<file path="src/core/lbt_pkg.sv">
package lbt_pkg;

	localparam int unsigned BYTE_W = 8;
	localparam int unsigned WB_ADR_W = 4;
	localparam int unsigned WB_DAT_W = 32;

	// register byte offsets
	localparam logic [WB_ADR_W-1:0] CTRL_OFS = 4'h0;
	localparam logic [WB_ADR_W-1:0] STATUS_OFS = 4'h4;

	// control register fields
	localparam int unsigned CTRL_RELEASE_BIT = 0;
	localparam logic CTRL_RELEASE_RST = 1'b0;

	// status register fields
	localparam int unsigned STAT_AB_LSB = 0;
	localparam int unsigned STAT_BA_LSB = 8;
	localparam int unsigned STAT_DIR_BIT = 16;
	localparam int unsigned STAT_BYTE_OE_BIT = 17;
	localparam int unsigned STAT_TRANSP_BIT = 18;
	localparam int unsigned STAT_RELEASE_BIT = 19;

	localparam logic [BYTE_W-1:0] BYTE_RST = 8'h00;
	localparam logic [WB_DAT_W-1:0] RDATA_NONE = 32'h00000000;

	typedef struct packed {
		logic [WB_ADR_W-1:0] adr;
		logic [WB_DAT_W-1:0] dat;
		logic [3:0] sel;
		logic we;
	} lbt_wb_req_t;

	typedef struct packed {
		logic released;
		logic transparent;
		logic byte_oe;
		logic dir_ab;
		logic [BYTE_W-1:0] ba_byte;
		logic [BYTE_W-1:0] ab_byte;
	} lbt_status_t;

endpackage : lbt_pkg

</file>
<file path="src/core/lbt_store.sv">
`timescale 1ns/100ps
// one direction of the byte path: transparent, latched or edge-clocked storage
module lbt_store (
	input wire logic mclk, // system clock
	input wire logic arst_n, // asynchronous reset, active low
	input wire logic transparency_control, // high: pass through
	input wire logic storage_clock, // direction storage clock, sampled
	input wire logic [lbt_pkg::BYTE_W-1:0] din, // input byte
	output logic [lbt_pkg::BYTE_W-1:0] q // stored or passed byte
);

	logic sclk_prev_q;
	logic [lbt_pkg::BYTE_W-1:0] store_q;
	logic [lbt_pkg::BYTE_W-1:0] store_d;
	wire rise = storage_clock & ~sclk_prev_q;

	// a clock already high when transparency falls gives no edge, so the value holds
	assign store_d = (transparency_control | rise) ? din : store_q;

	always_ff @(posedge mclk or negedge arst_n) begin
		if (!arst_n) begin
			sclk_prev_q <= 1'b0;
			store_q <= lbt_pkg::BYTE_RST;
		end else begin
			sclk_prev_q <= storage_clock;
			store_q <= store_d;
		end
	end

	assign q = store_q;

endmodule : lbt_store

</file>
<file path="src/core/lbt_transceiver.sv">
`timescale 1ns/100ps
// Summary of operation
// - each single-bit backplane line is driven only while its drive enable is high.
// - each single-bit feedback output is driven only while its active-low enable is low.
// - with both enabled, card data drives the line and the line level shows on feedback.
// - a high byte output enable puts both byte ports into high impedance whatever the direction.
// - with the byte enable low, high direction drives the backplane port, low the card port.
// - with transparency high the byte path follows its input without storage.
// - with transparency low and a steady storage clock the stored byte holds.
// - with transparency low a rising storage clock edge captures the input byte.
// - the backplane-to-card direction behaves the same but uses its own storage clock.
// - every data path is non-inverting.
// - while supply is not yet valid all outputs stay in high impedance.
// - undriven card-side byte inputs keep their last level; other inputs have no keeper.
// - a storage clock already high when transparency falls keeps the earlier output.
module lbt_transceiver (
	input wire logic mclk, // system clock, 100 MHz
	input wire logic arst_n, // asynchronous reset, active low
	// classic wishbone slave
	input wire logic wb_cyc_i, // cycle
	input wire logic wb_stb_i, // strobe
	input wire logic wb_we_i, // write enable
	input wire logic [lbt_pkg::WB_ADR_W-1:0] wb_adr_i, // byte address
	input wire logic [lbt_pkg::WB_DAT_W-1:0] wb_dat_i, // write data
	input wire logic [3:0] wb_sel_i, // byte lanes
	output logic [lbt_pkg::WB_DAT_W-1:0] wb_dat_o, // read data
	output logic wb_ack_o, // acknowledge
	// byte path controls
	input wire logic byte_output_enable_n, // byte ports disable when high
	input wire logic direction_select, // high: card to backplane
	input wire logic transparency_control, // high: transparent
	input wire logic card_to_backplane_storage_clock, // card-to-backplane capture clock
	input wire logic backplane_to_card_storage_clock, // backplane-to-card capture clock
	// card-side byte port, two-way
	input wire logic [lbt_pkg::BYTE_W-1:0] card_side_byte_port_i, // pin level seen
	input wire logic card_side_byte_port_ext_drv, // card logic drives the pins
	output logic [lbt_pkg::BYTE_W-1:0] card_side_byte_port_o, // drive value
	output logic card_side_byte_port_oe, // drive enable
	// backplane-side byte port, two-way
	input wire logic [lbt_pkg::BYTE_W-1:0] backplane_side_byte_port_i, // pin level seen
	output logic [lbt_pkg::BYTE_W-1:0] backplane_side_byte_port_o, // drive value
	output logic backplane_side_byte_port_oe, // drive enable
	// first single-bit transceiver
	input wire logic first_bit_card_input, // card data
	input wire logic first_bit_drive_enable, // backplane drive enable
	input wire logic first_bit_feedback_output_enable_n, // feedback enable, active low
	input wire logic first_bit_backplane_line_i, // line level seen
	output logic first_bit_backplane_line_o, // line drive value
	output logic first_bit_backplane_line_oe, // line drive enable
	output logic first_bit_feedback_output_o, // feedback value
	output logic first_bit_feedback_output_oe, // feedback drive enable
	// second single-bit transceiver
	input wire logic second_bit_card_input, // card data
	input wire logic second_bit_drive_enable, // backplane drive enable
	input wire logic second_bit_feedback_output_enable_n, // feedback enable, active low
	input wire logic second_bit_backplane_line_i, // line level seen
	output logic second_bit_backplane_line_o, // line drive value
	output logic second_bit_backplane_line_oe, // line drive enable
	output logic second_bit_feedback_output_o, // feedback value
	output logic second_bit_feedback_output_oe // feedback drive enable
);

	// ---------------- register slave ----------------
	lbt_pkg::lbt_wb_req_t req;
	lbt_pkg::lbt_status_t status;
	logic ack_q;
	logic ack_d;
	logic [lbt_pkg::WB_DAT_W-1:0] rdat_q;
	logic [lbt_pkg::WB_DAT_W-1:0] rdat_d;
	logic release_q;
	logic release_d;

	assign req.adr = wb_adr_i;
	assign req.dat = wb_dat_i;
	assign req.sel = wb_sel_i;
	assign req.we = wb_we_i;

	wire bus_req = wb_cyc_i & wb_stb_i & ~ack_q;
	wire hit_ctrl = req.adr == lbt_pkg::CTRL_OFS;
	wire hit_status = req.adr == lbt_pkg::STATUS_OFS;
	wire wr_ctrl = bus_req & req.we & hit_ctrl & req.sel[0];

	assign ack_d = bus_req;
	// the release bit stands in for a valid supply: until software sets it, nothing drives
	assign release_d = wr_ctrl ? req.dat[lbt_pkg::CTRL_RELEASE_BIT] : release_q;

	wire [lbt_pkg::WB_DAT_W-1:0] ctrl_word =
		{{(lbt_pkg::WB_DAT_W-1){1'b0}}, release_q};
	wire [lbt_pkg::WB_DAT_W-1:0] status_word =
		{{(lbt_pkg::WB_DAT_W-$bits(lbt_pkg::lbt_status_t)){1'b0}}, status};

	// unmapped addresses and writes are acknowledged; unmapped reads return zero
	assign rdat_d = !bus_req || req.we ? lbt_pkg::RDATA_NONE :
		hit_ctrl ? ctrl_word :
		hit_status ? status_word : lbt_pkg::RDATA_NONE;

	always_ff @(posedge mclk or negedge arst_n) begin
		if (!arst_n) begin
			ack_q <= 1'b0;
			rdat_q <= lbt_pkg::RDATA_NONE;
			release_q <= lbt_pkg::CTRL_RELEASE_RST;
		end else begin
			ack_q <= ack_d;
			rdat_q <= rdat_d;
			release_q <= release_d;
		end
	end

	assign wb_ack_o = ack_q;
	assign wb_dat_o = rdat_q;

	// ---------------- card-side keeper ----------------
	logic [lbt_pkg::BYTE_W-1:0] keep_q;
	logic [lbt_pkg::BYTE_W-1:0] keep_d;
	logic [lbt_pkg::BYTE_W-1:0] card_byte_in;
	logic card_oe_q;

	// only the card-side byte port has a keeper; backplane and bit inputs are used raw
	// while the device drives the card pins its own value is the level seen, with no lag
	assign card_byte_in = keep_d;
	assign keep_d = card_side_byte_port_ext_drv ? card_side_byte_port_i :
		card_oe_q ? card_side_byte_port_o : keep_q;

	always_ff @(posedge mclk or negedge arst_n) begin
		if (!arst_n)
			keep_q <= lbt_pkg::BYTE_RST;
		else
			keep_q <= keep_d;
	end

	// ---------------- byte path storage ----------------
	// both directions store all the time, enables only gate the drivers
	lbt_store u_store_ab (
		.mclk(mclk),
		.arst_n(arst_n),
		.transparency_control(transparency_control),
		.storage_clock(card_to_backplane_storage_clock),
		.din(card_byte_in),
		.q(backplane_side_byte_port_o)
	);

	lbt_store u_store_ba (
		.mclk(mclk),
		.arst_n(arst_n),
		.transparency_control(transparency_control),
		.storage_clock(backplane_to_card_storage_clock),
		.din(backplane_side_byte_port_i),
		.q(card_side_byte_port_o)
	);

	// ---------------- byte enables ----------------
	logic bp_oe_q;
	wire byte_on = ~byte_output_enable_n & release_q;
	wire bp_oe_d = byte_on & direction_select;
	wire card_oe_d = byte_on & ~direction_select;

	always_ff @(posedge mclk or negedge arst_n) begin
		if (!arst_n) begin
			bp_oe_q <= 1'b0;
			card_oe_q <= 1'b0;
		end else begin
			bp_oe_q <= bp_oe_d;
			card_oe_q <= card_oe_d;
		end
	end

	assign backplane_side_byte_port_oe = bp_oe_q;
	assign card_side_byte_port_oe = card_oe_q;

	// ---------------- single-bit transceivers ----------------
	logic [1:0] line_o_q;
	logic [1:0] line_oe_q;
	logic [1:0] fb_o_q;
	logic [1:0] fb_oe_q;
	wire [1:0] bit_card = {second_bit_card_input, first_bit_card_input};
	wire [1:0] bit_line = {second_bit_backplane_line_i, first_bit_backplane_line_i};
	wire [1:0] bit_drv = {second_bit_drive_enable, first_bit_drive_enable};
	wire [1:0] bit_fb_n = {second_bit_feedback_output_enable_n,
		first_bit_feedback_output_enable_n};
	// tied enables work unchanged: high drives the line, low feeds the line back
	wire [1:0] line_oe_d = bit_drv & {2{release_q}};
	wire [1:0] fb_oe_d = ~bit_fb_n & {2{release_q}};

	// both paths run at once when both are enabled
	always_ff @(posedge mclk or negedge arst_n) begin
		if (!arst_n) begin
			line_o_q <= 2'h0;
			line_oe_q <= 2'h0;
			fb_o_q <= 2'h0;
			fb_oe_q <= 2'h0;
		end else begin
			line_o_q <= bit_card;
			line_oe_q <= line_oe_d;
			fb_o_q <= bit_line;
			fb_oe_q <= fb_oe_d;
		end
	end

	assign first_bit_backplane_line_o = line_o_q[0];
	assign second_bit_backplane_line_o = line_o_q[1];
	assign first_bit_backplane_line_oe = line_oe_q[0];
	assign second_bit_backplane_line_oe = line_oe_q[1];
	assign first_bit_feedback_output_o = fb_o_q[0];
	assign second_bit_feedback_output_o = fb_o_q[1];
	assign first_bit_feedback_output_oe = fb_oe_q[0];
	assign second_bit_feedback_output_oe = fb_oe_q[1];

	// ---------------- status view ----------------
	assign status.released = release_q;
	assign status.transparent = transparency_control;
	assign status.byte_oe = bp_oe_q | card_oe_q;
	assign status.dir_ab = direction_select;
	assign status.ba_byte = card_side_byte_port_o;
	assign status.ab_byte = backplane_side_byte_port_o;

endmodule : lbt_transceiver

</file>
<file path="config.mk">
export PLATFORM = sky130hd
export DESIGN_NAME = lbt_transceiver
export DESIGN_NICKNAME = d
export VERILOG_FILES = /design/src/core/lbt_pkg.sv /design/src/core/lbt_store.sv /design/src/core/lbt_transceiver.sv
export SDC_FILE = /design/constraint.sdc
export NUM_CORES = 1
export LEC_CHECK = 0
export ABC_AREA = 1
export BUFFER_PORTS_ARGS = -buffer_cell sky130_fd_sc_hd__buf_2
export CORE_MARGIN = 8
export CORE_UTILIZATION = 45
export DETAILED_ROUTE_END_ITERATION = 10
export PLACE_DENSITY_LB_ADDON = 0.12
export SYNTH_ARGS = -nofsm -noshare
export SYNTH_HDL_FRONTEND = slang
export SYNTH_SLANG_ARGS = --single-unit
</file>
<file path="constraint.sdc">
create_clock -name mclk -period 1.5 [get_ports mclk]
set_input_delay 0.075 -clock mclk [delete_from_list [all_inputs] [get_ports mclk]]
set_output_delay 0.075 -clock mclk [all_outputs]
set_load 0.01 [all_outputs]
</file>
* Word-level counts from Yosys, hierarchy flattened
Cells that the tools add are included.
** Word-level totals
- Register bits after elaboration :: 58
- Bits of input ports :: 75
- Word-level logic and storage cells :: 44
** Cells by class
- Equality and inequality tests :: 1
- Multiplexer cells :: 5
- Bitwise gates (word level) :: 21
- Reductions and logical operators :: 3
** Operator list (number)
- 2-to-1 mux 20 bit :: 3
- 2-to-1 mux 8 bit :: 2
- AND 1 bit :: 10
- NOT 1 bit :: 5
- AND 2 bit :: 2
- equality test 4 x 3 -> 1 bit (second input constant) :: 1
- logical NOT 4 bit :: 1
- bitwise OR 1 bit :: 3
- NOT 2 bit :: 1
- logical NOT 1 bit :: 1
- logical OR 1 bit :: 1

* Logic depth before layout (Yosys ltp)
Gate-level depths: netlist of the first run.
- Word-level depth :: 5
- Depth in mapped cells :: 7
- Gate-level depth less buffers :: 7

* By module
From an unflattened synthesis of the first run, not the netlist that was laid out.
** Unflattened totals
- Cells, all modules :: 234
- Area total of the unflattened synthesis :: 2302.2 um2
** Modules (own cells, without submodules)
- lbt_transceiver :: instances 1, cells an instance 160, area an instance 1591.5 um2, sequential area each 1001.0 um2
- lbt_store :: instances 2, cells an instance 37, area an instance 355.3 um2, sequential area each 225.2 um2

* Worst setup path before layout of the first run
No wires, ideal clock.
- Kind :: register -> register
- Start :: reg ack_q (netlist: wb_ack_o)
- End :: reg rdat_q, in the netlist wb_dat_o[10]
- Setup time :: 68 ps
- Data arrival time :: 995 ps
- Required time :: 1432 ps
- Setup slack :: 438 ps
- Stages on the path, launching flop included :: 7
- Path buffers :: 1
- Cell sequence :: dfrtp_1 inv_1 nand3_2 nor2_4 nand2_4 buf_12 nor2_4
** Between the ends
- Word-level cells in the longest chain between the ends :: 5
** Ends and longest elaborated chain
- start: declaration :: line lbt_transceiver.sv:66 : logic ack_q;
- start signal: assignment :: line lbt_transceiver.sv:103 : ack_q <= ack_d;
- NOT 1 bit :: line lbt_transceiver.sv:78 : wire bus_req = wb_cyc_i & wb_stb_i & ~ack_q;
- AND 1 bit :: line lbt_transceiver.sv:78
- logical NOT 1 bit :: line lbt_transceiver.sv:93 : assign rdat_d = !bus_req || req.we ? lbt_pkg::RDATA_NONE :
- logical OR 1 bit :: line lbt_transceiver.sv:93
- 2-to-1 mux 20 bit :: line lbt_transceiver.sv:93
- via rdat_d, one bit :: line lbt_transceiver.sv:69 : logic [lbt_pkg::WB_DAT_W-1:0] rdat_d;
- end signal: assignment :: line lbt_transceiver.sv:100 : rdat_q <= lbt_pkg::RDATA_NONE;
- end signal: assignment :: line lbt_transceiver.sv:104 : rdat_q <= rdat_d;
- end: declaration :: line lbt_transceiver.sv:68 : logic [lbt_pkg::WB_DAT_W-1:0] rdat_q;
The timed path passes the listed nets, and every way through them passes these cells.
A chain may end at the register's enable or synchronous reset.

* Worst setup path in the final report of the first run
- Start :: reg card_oe_q (netlist: card_side_byte_port_oe)
- End :: reg u_store_ab.store_q, in the netlist u_store_ab.q[0]
** Between the ends
- Word-level cells in the longest chain between the ends :: 2
** Ends and longest elaborated chain
- start: declaration :: line lbt_transceiver.sv:116 : logic card_oe_q;
- start signal: assignment :: line lbt_transceiver.sv:163 : card_oe_q <= card_oe_d;
- 2-to-1 mux 8 bit :: line lbt_transceiver.sv:122 : card_oe_q ? card_side_byte_port_o : keep_q;
- 2-to-1 mux 8 bit :: line lbt_transceiver.sv:121 : assign keep_d = card_side_byte_port_ext_drv ? card_side_byte_port_i :
- end signal: assignment :: line lbt_store.sv:23 : store_q <= lbt_pkg::BYTE_RST;
- end signal: assignment :: line lbt_store.sv:26 : store_q <= store_d;
- end: declaration :: line lbt_store.sv:13 : logic [lbt_pkg::BYTE_W-1:0] store_q;
No other way between the ends.

==> metrics.md, run 1 <==
| Metric | Value |
|---|---|
| Outcome | finished, final reports clean |
| Hold Crit Start | wb_cyc_i |
| Number of remaining DRC errors | 0 |
| Crit Path Class | reg -> reg |
| Final WS setup | 0.2695 ns |
| Slew @ Worst Pin | 0.5912 ns |
| Required time of the critical path | 1.70 ns |
| Clock latency on the worst-skew pair | 0.32 ns |
| GRT Overall Usage | 0.1562 |
| CP max FO | 11 |
| Vias/cell | 4.417 |
| Placed Area | 2820 um^2 |
| FP Rows | 26 |
| Hold endpoint | wb_ack_o$_DFF_PN0_ |
| Post-route ant nets | 0 |
| Port Buffers | 87 |
| Die width | 88.51 um |
| Die Height | 88.51 um |
| Final setup fails | 0 |
| Detailed Route WL | 5.621 mm |
| CP Launch Type | flop |
| Fillcell total | 448 |
| Hold Crit Depth | 3 |
| First DRT Iteration DRCs | 53 |
| Pre-antenna DRT Iters | 4 |
| IO Pins | 134 |
| Tcrit/Tclk final | 0.8203 |
| Critical path arrival | 1.43 ns |
| Core box area | slightly above 5000 um^2 |
| Slew HR | 0.6058 |
| Fin. max-slew vios | 0 |
| P&R area growth vs syn | 40.24% |
| Die footprint | 7834 um^2 |
| Commonest non-fill, non-tap cell in the layout | buf_2 |
| Nets | 427 |
| FF-to-FF End | u_store_ab.q[0]$_DFFE_PN0P_ |
| Power Total | 3.618 mW |
| Antenna violations before repair | 0 |
| Vias in the first global route | 1933 |
| Synth unique cells | 20 |
| Pleak | between 1.5 and 2 nW |
| Yosys warns | 0 |
| Register area share after synthesis | 0.6134 |
| Final hold slack | ~0.038 ns |
| Clock transition at path regs | 0.06 ns |
| Sink Count | 58 |
| CTS tree | done |
| R2R cell count | 5 |
| Gr ovfl total | 0 |
| Largest net degree at the start of global routing | just under 60 |
| CTS Root Cell | clkbuf_8 |
| Most frequent cells in the layout | 87 x buf_2, 58 x dfrtp_1, 50 x nand2_1, 30 x inv_1, 30 x dlygate4sd3_1 |
| Routed via count | 1886 |
| VDD IR-drop max | 0.8619 mV |
| Initial Util | 0.4633 |
| First-pass GRT wire length | 9.128 mm |
| Num CTS Buffers | 9 |
| H-tree depth | 3 |
| Max cap viols | 0 |
| Design area | between 3000 and 4000 um^2 |
| Avg Cell Area, Syn | 10.38 um^2 |
| Final Hold Fails | 0 |
| Layout cells sized above 1 | 0.3417 |
| Clock Skew | approximately 0.0075 ns |
| Unrepaired setup endpoints after global routing | false |
| Hpwl dp | 3.809 mm |
| Worst hold path class | in -> reg |
| Tmin final | 1.230 ns |
| Post-Syn Area | between 2000 and 2500 um^2 |
| Setup slack, reg-to-reg | 0.27 ns |
| FF+latch count, synth | just under 60 |
| Clock tree buffer depth | 2 |
| CP Capture Type | flop |
| FF-to-FF Start | card_side_byte_port_oe$_DFF_PN0_ |
| Power Dens Cells | 1090 nW/um^2 |
| Pre-CTS setup slack | 0.3010 ns |
| Syn Inst Count | 228 |
| CTS resizes | 0 |
| # diodes | 0 |
| Fmax achieved | 812.7 MHz |
| Setup TNS | 0 ns |
| GP Congestion | 0.7186 |
| Routed length per instance | roughly 13 um |
==> worst max path at each step <==
stage,end,slack (ns),from,cells after the start
6_report,u_store_ab.q[0]$_DFFE_PN0P_,0.27,card_side_byte_port_oe$_DFF_PN0_,5
5_1_grt,u_store_ab.q[0]$_DFFE_PN0P_,0.12,card_side_byte_port_oe$_DFF_PN0_,5
3_5_place_dp,wb_dat_o[8]$_DFF_PN0_,0.30,wb_ack_o$_DFF_PN0_,5
3_3_place_gp,u_store_ab.q[1]$_DFFE_PN0P_,0.34,card_side_byte_port_oe$_DFF_PN0_,5
4_1_cts,u_store_ab.q[0]$_DFFE_PN0P_,0.27,card_side_byte_port_oe$_DFF_PN0_,5
2_1_floorplan,wb_dat_o[10]$_DFF_PN0_,0.44,wb_ack_o$_DFF_PN0_,6
==> cell usage after synthesis <==
| master | count | share of area |
|---|---|---|
| nor2_4 | 12 | 0.057 |
| nor3_1 | 2 | 0.0042 |
| nand2_4 | 1 | 0.0048 |
| buf_12 | 1 | 0.0085 |
| nand2_2 | 1 | 0.0026 |
| nand3_2 | 2 | 0.0085 |
| inv_1 | 30 | 0.048 |
| buf_4 | 15 | 0.048 |
| buf_2 | 1 | 0.0021 |
| inv_2 | 3 | 0.0048 |
| nand2_1 | 50 | 0.079 |
| dfrtp_1 | 58 | 0.61 |
| o21a_1 | 8 | 0.025 |
| o211ai_1 | 8 | 0.025 |
| nor2_1 | 16 | 0.025 |
| a21oi_1 | 1 | 0.0021 |
| nand3_1 | 9 | 0.019 |
| o21ai_2 | 1 | 0.0037 |
| conb_1 | 1 | 0.0016 |
| o21ai_0 | 8 | 0.017 |
==> state kept, by name, indices dropped and copies added, names as in the netlist <==
name,count
backplane_side_byte_port_oe,1
card_side_byte_port_oe,1
fb_o_q,2
fb_oe_q,2
keep_q,8
line_o_q,2
line_oe_q,2
release_q,1
u_store_ab.q,8
u_store_ab.sclk_prev_q,1
u_store_ba.q,8
u_store_ba.sclk_prev_q,1
wb_ack_o,1
wb_dat_o,20
==> layer usage <==
metal	share of wire	track usage
met1	0.40	0.1769
met2	0.48	0.2464
met3	0.10	0.07521
met4	0.015	0.06452
met5	0	0
==> metrics by stage <==
step | util | cells
5_1_grt | 0.6497 | 427
3_3_place_gp | 0.5522 | 381
4_1_cts | 0.6497 | 427
6_report | 0.6497 | 427
2_1_floorplan | - | 239
3_5_place_dp | 0.5522 | 381
==> critical path, cell delays in order, from the launching register on <==
cell,delay (ns)
dfrtp_1,0.54
inv_2,0.16
nand2_1,0.10
nand3_1,0.10
o211ai_1,0.13
nand2_1,0.08
==> area by class of cell <==
| type | instances | area (um^2) | share of cell area |
|---|---|---|---|
| well taps | 70 | 87.58 | 0.02640 |
| inverters | 33 | 123.9 | 0.03733 |
| flip-flops and latches | 58 | 1451 | 0.4374 |
| clock buffers | 14 | 162.7 | 0.04902 |
| clock inverters | 2 | 35.03 | 0.01056 |
| repair buffers | 119 | 763.2 | 0.2300 |
| multi-input cells | 131 | 694.4 | 0.2093 |
==> where the power goes <==
| group | switching [mW] | internal (mW) | total, mW |
|---|---|---|---|
| combinational | 0.271 | 0.212 | 0.483 |
| sequential | 0.0558 | 1.66 | 1.72 |
| clock | 0.563 | 0.858 | 1.42 |
==> cell families (layout without fill, tap and decap cells) <==
family / after synthesis / in the layout / synth area share
buffers and inverters: 50 / 168 / 0.1105
AND/OR/NAND/NOR: 93 / 93 / 0.2010
AO/OA/AOI/OAI: 26 / 26 / 0.07351
other: 1 / 12 / 0.001585
flip-flops: 58 / 58 / 0.6134
==> what timing repair did <==
action	CTS	global route
hold endpoints to repair	90	0
hold buffers	30	0
setup buffers	0	0
Note: power is estimated with default switching activity, not from simulation.
==> run 2: changes to the inputs <==
Settings changed: CORE_UTILIZATION 45 to 39.
Clock period 1.5 ns to 1 ns, I/O delays scaled along.
==> run 2 against run 1 <==
First-iteration DRC count is 28% lower. Power is 52% higher. The run now ends with negative setup slack left. Wire length is 6.8% higher. Worst setup slack worse by 0.39 ns. Largest cell class unchanged. Via count is 2.5% higher. Worst hold slack worse by 0.0014 ns. Die area is 13% higher. Flip-flop and latch count stayed put.
==> metrics.md, run 2 (synthesis gave the netlist of run 1 again) <==
| Metric | Value |
|---|---|
| Outcome | finished with violations |
| Failing checks | negative setup slack |
| Core Util, Final | 0.6148 |
| Pleak | 1.930 nW |
| Largest net degree at the start of global routing | 59 |
| Worst-path cell chain | buf_6 > buf_6 |
| DP Cell Count | around 400 |
| Hold Crit Depth | 5 |
| FF-to-FF Start | wb_ack_o$_DFF_PN0_ |
| Final WS setup | -0.1164 ns |
| Slowest-stage cell, CP | dfrtp_2 |
| Final Hold Fails | 0 |
| VDD IR-drop max | around 0.83 mV |
| GP Congestion | 0.7386 |
| P&R area growth vs syn | 52.93% |
| Post-route ant nets | 0 |
| Tcrit/Tclk final | 1.116 |
| Clock Skew | between 0.008 and 0.009 ns |
| Max reg flops | 20 |
| Crit. Startpoint | card_side_byte_port_oe$_DFF_PN0_ |
| First-pass GRT wire length | 10.26 mm |
| Max cap viols | 0 |
| Slowest stage delay, CP | 0.48 ns |
| H-tree depth | 3 |
| Pre-CTS setup slack | -0.1165 ns |
| Power Dens Cells | 1524 nW/um^2 |
| Fillcell total | approximately 510 |
| FP Rows | 28 |
| Unrepaired setup endpoints after global routing | true |
| Antenna violations before repair | 0 |
| Critical path arrival | 1.07 ns |
| # diodes | 0 |
| Vias/cell | 4.366 |
| Gr ovfl total | 0 |
| Worst hold path class | in -> reg |
| IO Pins | approximately 130 |
| Hold Crit Start | wb_dat_i[0] |
| Port Buffers | 87 |
| Required time of the critical path | approximately 0.95 ns |
| R2R cell count | 6 |
| Clock latency on the worst-skew pair | 0.33 ns |
| CP Launch Type | flop |
| Storage cell area | 1454 um^2 |
| Nets | 439 |
| Die footprint | 8815 um^2 |
| Die width | 93.89 um |
| Pre-antenna DRT Iters | 4 |
| Footprint of the multi-input gates | 812.0 um^2 |
| Routed via count | 1934 |
| GRT Overall Usage | 0.1489 |
| CTS Root Cell | clkbuf_8 |
| Fin. max-slew vios | 0 |
| Clock tree buffer depth | 2 |
| Clock transition at path regs | 0.06 ns |
| Initial Util | 0.4020 |
| Final hold slack | 0.03675 ns |
| Core box area | about 6000 um^2 |
| Num CTS Buffers | 9 |
| Layout cells sized above 1 | 0.4321 |
| CP most frequent cell | buf_6 |
| CP Capture Type | output port |
| Sink Count | 58 |
| Final setup fails | 27 |
| First DRT Iteration DRCs | 38 |
| Fmax achieved | 895.7 MHz |
| CP max FO | 7 |
| Detailed Route WL | 6.006 mm |
| Crit Path Class | reg -> out |
| Routed length per instance | 13.56 um |
| Most frequent cells in the layout | 85 x buf_2, 56 x dfrtp_1, 43 x nand2_1, 30 x dlygate4sd3_1, 28 x inv_1 |
| CTS tree | done |
| Setup TNS | -1.581 ns |
| Die Height | roughly 94 um |
| Number of remaining DRC errors | 0 |
| Commonest non-fill, non-tap cell in the layout | buf_2 |
| Fin cells | 443 |
| Tmin final | 1.116 ns |
| Hpwl dp | slightly above 4 mm |
| Vias in the first global route | 2109 |
run 2: metal layers:
| metal | vias to the layer above | global-route usage | wire length [um] |
|---|---|---|---|
| met2 | 64 | 0.2270 | 2893 |
| met5 | - | 0 | 0 |
| met1 | 913 | 0.1775 | 2526 |
| met4 | 0 | 0.06737 | 65 |
| li1 | 950 | - | - |
| met3 | 7 | 0.06475 | 521 |
run 2: path summary, 6_finish.rpt:
kind / slack (ns) / end
max: -0.12 / card_side_byte_port_oe
min: 0.04 / release_q$_DFFE_PN0P_
max reg2reg: -0.08 / wb_dat_o[3]$_DFF_PN0_
min reg2reg: 0.49 / u_store_ab.q[2]$_DFFE_PN0P_
max in group asynchronous: 0.48 / card_side_byte_port_oe$_DFF_PN0_
min in group asynchronous: 0.26 / wb_dat_o[10]$_DFF_PN0_
run 2: timing repair:
action / CTS / global route
resized for setup: 17 / 25
endpoints found under the hold margin: 96 / 0
buffers inserted: 1 / 1
setup endpoints to repair: 29 / 38
hold buffers: 30 / 0
pin swaps: 3 / 14
run 2: critical path, delay by kind of cell, from the launching register on:
family,cells,cell delay (ns)
buffers and inverters,2,0.26
DFF,1,0.48
run 2: cell type report:
cell class                 instances  area share
multi-input combinational        131      0.2244
clock buffer                      12     0.04011
clock inverter                     3     0.01107
tap                               75     0.02593
timing repair buffer             131      0.2607
sequential                        58      0.4018
inverter                          33     0.03596
run 2: where the power goes:
part / switching (mW) / total (mW) / internal (mW)
clock: 0.884 / 2.08 / 1.20
combinational: 0.458 / 0.844 / 0.386
sequential: 0.0968 / 2.59 / 2.49
run 2: through the flow:
stage / power [mW] / area, um^2
after detailed placement: 3.308 / 2964
final: 5.513 / 3618
after CTS: 5.525 / 3520
after global routing: 5.811 / 3618
after global placement: 3.301 / 2964
after floorplan: 2.980 / 2407
==> run 3: changes to the inputs <==
Settings changed: CELL_PAD_IN_SITES_DETAIL_PLACEMENT set to 1, CELL_PAD_IN_SITES_GLOBAL_PLACEMENT set to 2, CORE_UTILIZATION 39 to 22.
==> run 3 against run 2 <==
The flow still finishes with violations (negative setup slack). Utilization decreased by 27 points. Die area up 63%. Combinational power increased by 3.7%. Via count down 0.41%. First-iteration DRC count fell by 26%. Non-clock buffer count is the same. Largest cell class unchanged.
==> metrics.md, run 3 (synthesis gave the netlist of run 1 again) <==
| Metric | Value |
|---|---|
| Post-route ant nets | 0 |
| FP Rows | 38 |
| Port Buffers | 87 |
| Worst hold path class | in -> reg |
| Tmin final | 1.063 ns |
| Antenna violations before repair | 0 |
| Worst Path Buf+Inv | 2 |
| Clock transition at path regs | 0.06 ns |
| Unrepaired setup endpoints after global routing | true |
| Nets | 439 |
| Crit Path Class | reg -> reg |
| Sink Count | 58 |
| Hpwl dp | 4.787 mm |
| GP Congestion | 0.6482 |
| Clock latency on the worst-skew pair | 0.34 ns |
| Crit path max-delay family | flip-flops |
| CTS tree | done |
| Slowest-stage cell, CP | dfrtp_1 |
| Tcrit/Tclk final | 1.063 |
| Pre-antenna DRT Iters | 4 |
| Vias/cell | 3.784 |
| Required time of the critical path | approximately 1.3 ns |
| Die footprint | around 14000 um^2 |
| Clock tree buffer depth | 2 |
| Setup TNS | -0.8160 ns |
| VDD IR-drop max | 0.4707 mV |
| Final Hold Fails | 0 |
| Power Dens Cells | 1489 nW/um^2 |
| Vias in the first global route | 2163 |
| CP max FO | 12 |
| Fmax achieved | 940.8 MHz |
| Gr ovfl total | 0 |
| Critical path arrival | 1.34 ns |
| P&R area growth vs syn | 55.74% |
| CTS Root Cell | clkbuf_8 |
| Routed length per instance | 13.44 um |
| IO Pins | 134 |
| Die Height | 119.7 um |
| Initial Util | 0.2222 |
| Placed Area | 3005 um^2 |
| Slowest stage delay, CP | 0.38 ns |
| DP Cell Count | 459 |
| Final hold slack | 0.02553 ns |
| Worst-path cell chain | inv_2 > nand3_4 > nor2_4 > nand2_4 > buf_12 > nor2_2 |
| # diodes | 0 |
| Commonest non-fill, non-tap cell in the layout | buf_2 |
| Outcome | finished with violations |
| Power Total | 5.485 mW |
| Core box area | 10650 um^2 |
| Num CTS Buffers | 9 |
| First-pass GRT wire length | 10.85 mm |
| Max cap viols | 0 |
| Design area | 3685 um^2 |
| Fin. max-slew vios | 0 |
| GRT Overall Usage | 0.09827 |
| Failing checks | negative setup slack |
| Fillcell total | ~1.3k |
| Largest net degree at the start of global routing | 59 |
| Routed via count | 1926 |
| CP Launch Type | flop |
| Detailed Route WL | 6.843 mm |
| First DRT Iteration DRCs | 28 |
| Clock Skew | 0.006973 ns |
| Pleak | 1.925 nW |
| Number of remaining DRC errors | 0 |
| Most frequent cells in the layout | 83 x buf_2, 58 x dfrtp_1, 40 x nand2_1, 32 x dlygate4sd3_1, 29 x inv_1 |
| Final WS setup | -0.06297 ns |
| CP Capture Type | flop |
| Die width | 119.7 um |
| Max reg flops | 20 |
| Final setup fails | 24 |
| H-tree depth | 3 |
| Fin cells | 509 |
| Layout cells sized above 1 | 0.4363 |
## run 3: cell types whose count changed in the layout (fill, tap and decap cells not counted), sizes merged
| cell | delta |
|---|---|
| buf | -3 |
| clkbuf | +3 |
| dlygate4sd3 | +2 |
| bufinv | -1 |
| clkinvlp | -1 |
| inv | +1 |
## run 3: area by class of cell
type | count | area [um^2] | area share
sequential | 58 | 1451 | 0.3939
timing repair buffer | 131 | 942.2 | 0.2557
multi-input combinational | 131 | 802.0 | 0.2177
tap | 140 | 175.2 | 0.04754
clock buffer | 14 | 172.7 | 0.04686
inverter | 33 | 131.4 | 0.03565
clock inverter | 2 | 10.01 | 0.002716
## run 3: routing by layer
metal  track usage  part of all wire  vias to the layer above
li1              -                 -                      954
met1        0.1128              0.43                      904
met2        0.1558              0.49                       54
met3       0.03382             0.054                       14
met4       0.05933             0.024                        0
met5             0                 0                        -
## run 3: worst paths after layout
| path | from | endpoint | slack (ns) | cells after the start |
|---|---|---|---|---|
| max | wb_ack_o$_DFF_PN0_ | wb_dat_o[8]$_DFF_PN0_ | -0.06 | 6 |
| min | wb_dat_i[0] | release_q$_DFFE_PN0P_ | 0.03 | 5 |
| max reg2reg | wb_ack_o$_DFF_PN0_ | wb_dat_o[8]$_DFF_PN0_ | -0.06 | 6 |
| min reg2reg | release_q$_DFFE_PN0P_ | line_oe_q[0]$_DFF_PN0_ | 0.50 | 2 |
| max in group asynchronous | arst_n | wb_ack_o$_DFF_PN0_ | 0.48 | 3 |
| min in group asynchronous | arst_n | wb_dat_o[10]$_DFF_PN0_ | 0.25 | 3 |
## run 3: where the power goes
group          internal [mW]  switching, mW  leakage [nW]
Sequential              2.49         0.0923         0.726
Clock                   1.10          0.933        0.0965
Combinational          0.404          0.472          1.10
## run 3: per-stage QoR
step | util | setup WS (ns)
2_1_floorplan | - | -0.06233
3_3_place_gp | 0.2822 | -0.05143
3_5_place_dp | 0.2822 | -0.08229
4_1_cts | 0.3326 | -0.08550
5_1_grt | 0.3460 | -0.1195
6_report | 0.3460 | -0.06297
## run 3: what timing repair did
item                                    in CTS  in global routing
pin swaps                                    0                  4
hold buffers                                32                  0
buffers inserted                             1                  1
endpoints found under the setup margin      30                 44
resized for setup                            8                 40
gates cloned                                 0                  1
hold endpoints to repair                    97                  0
## run 3: worst min-delay path: cells and delay by family
family | cells | cell delay [ns]
buffers and inverters | 3 | 0.17
AND/OR/NAND/NOR | 2 | 0.11
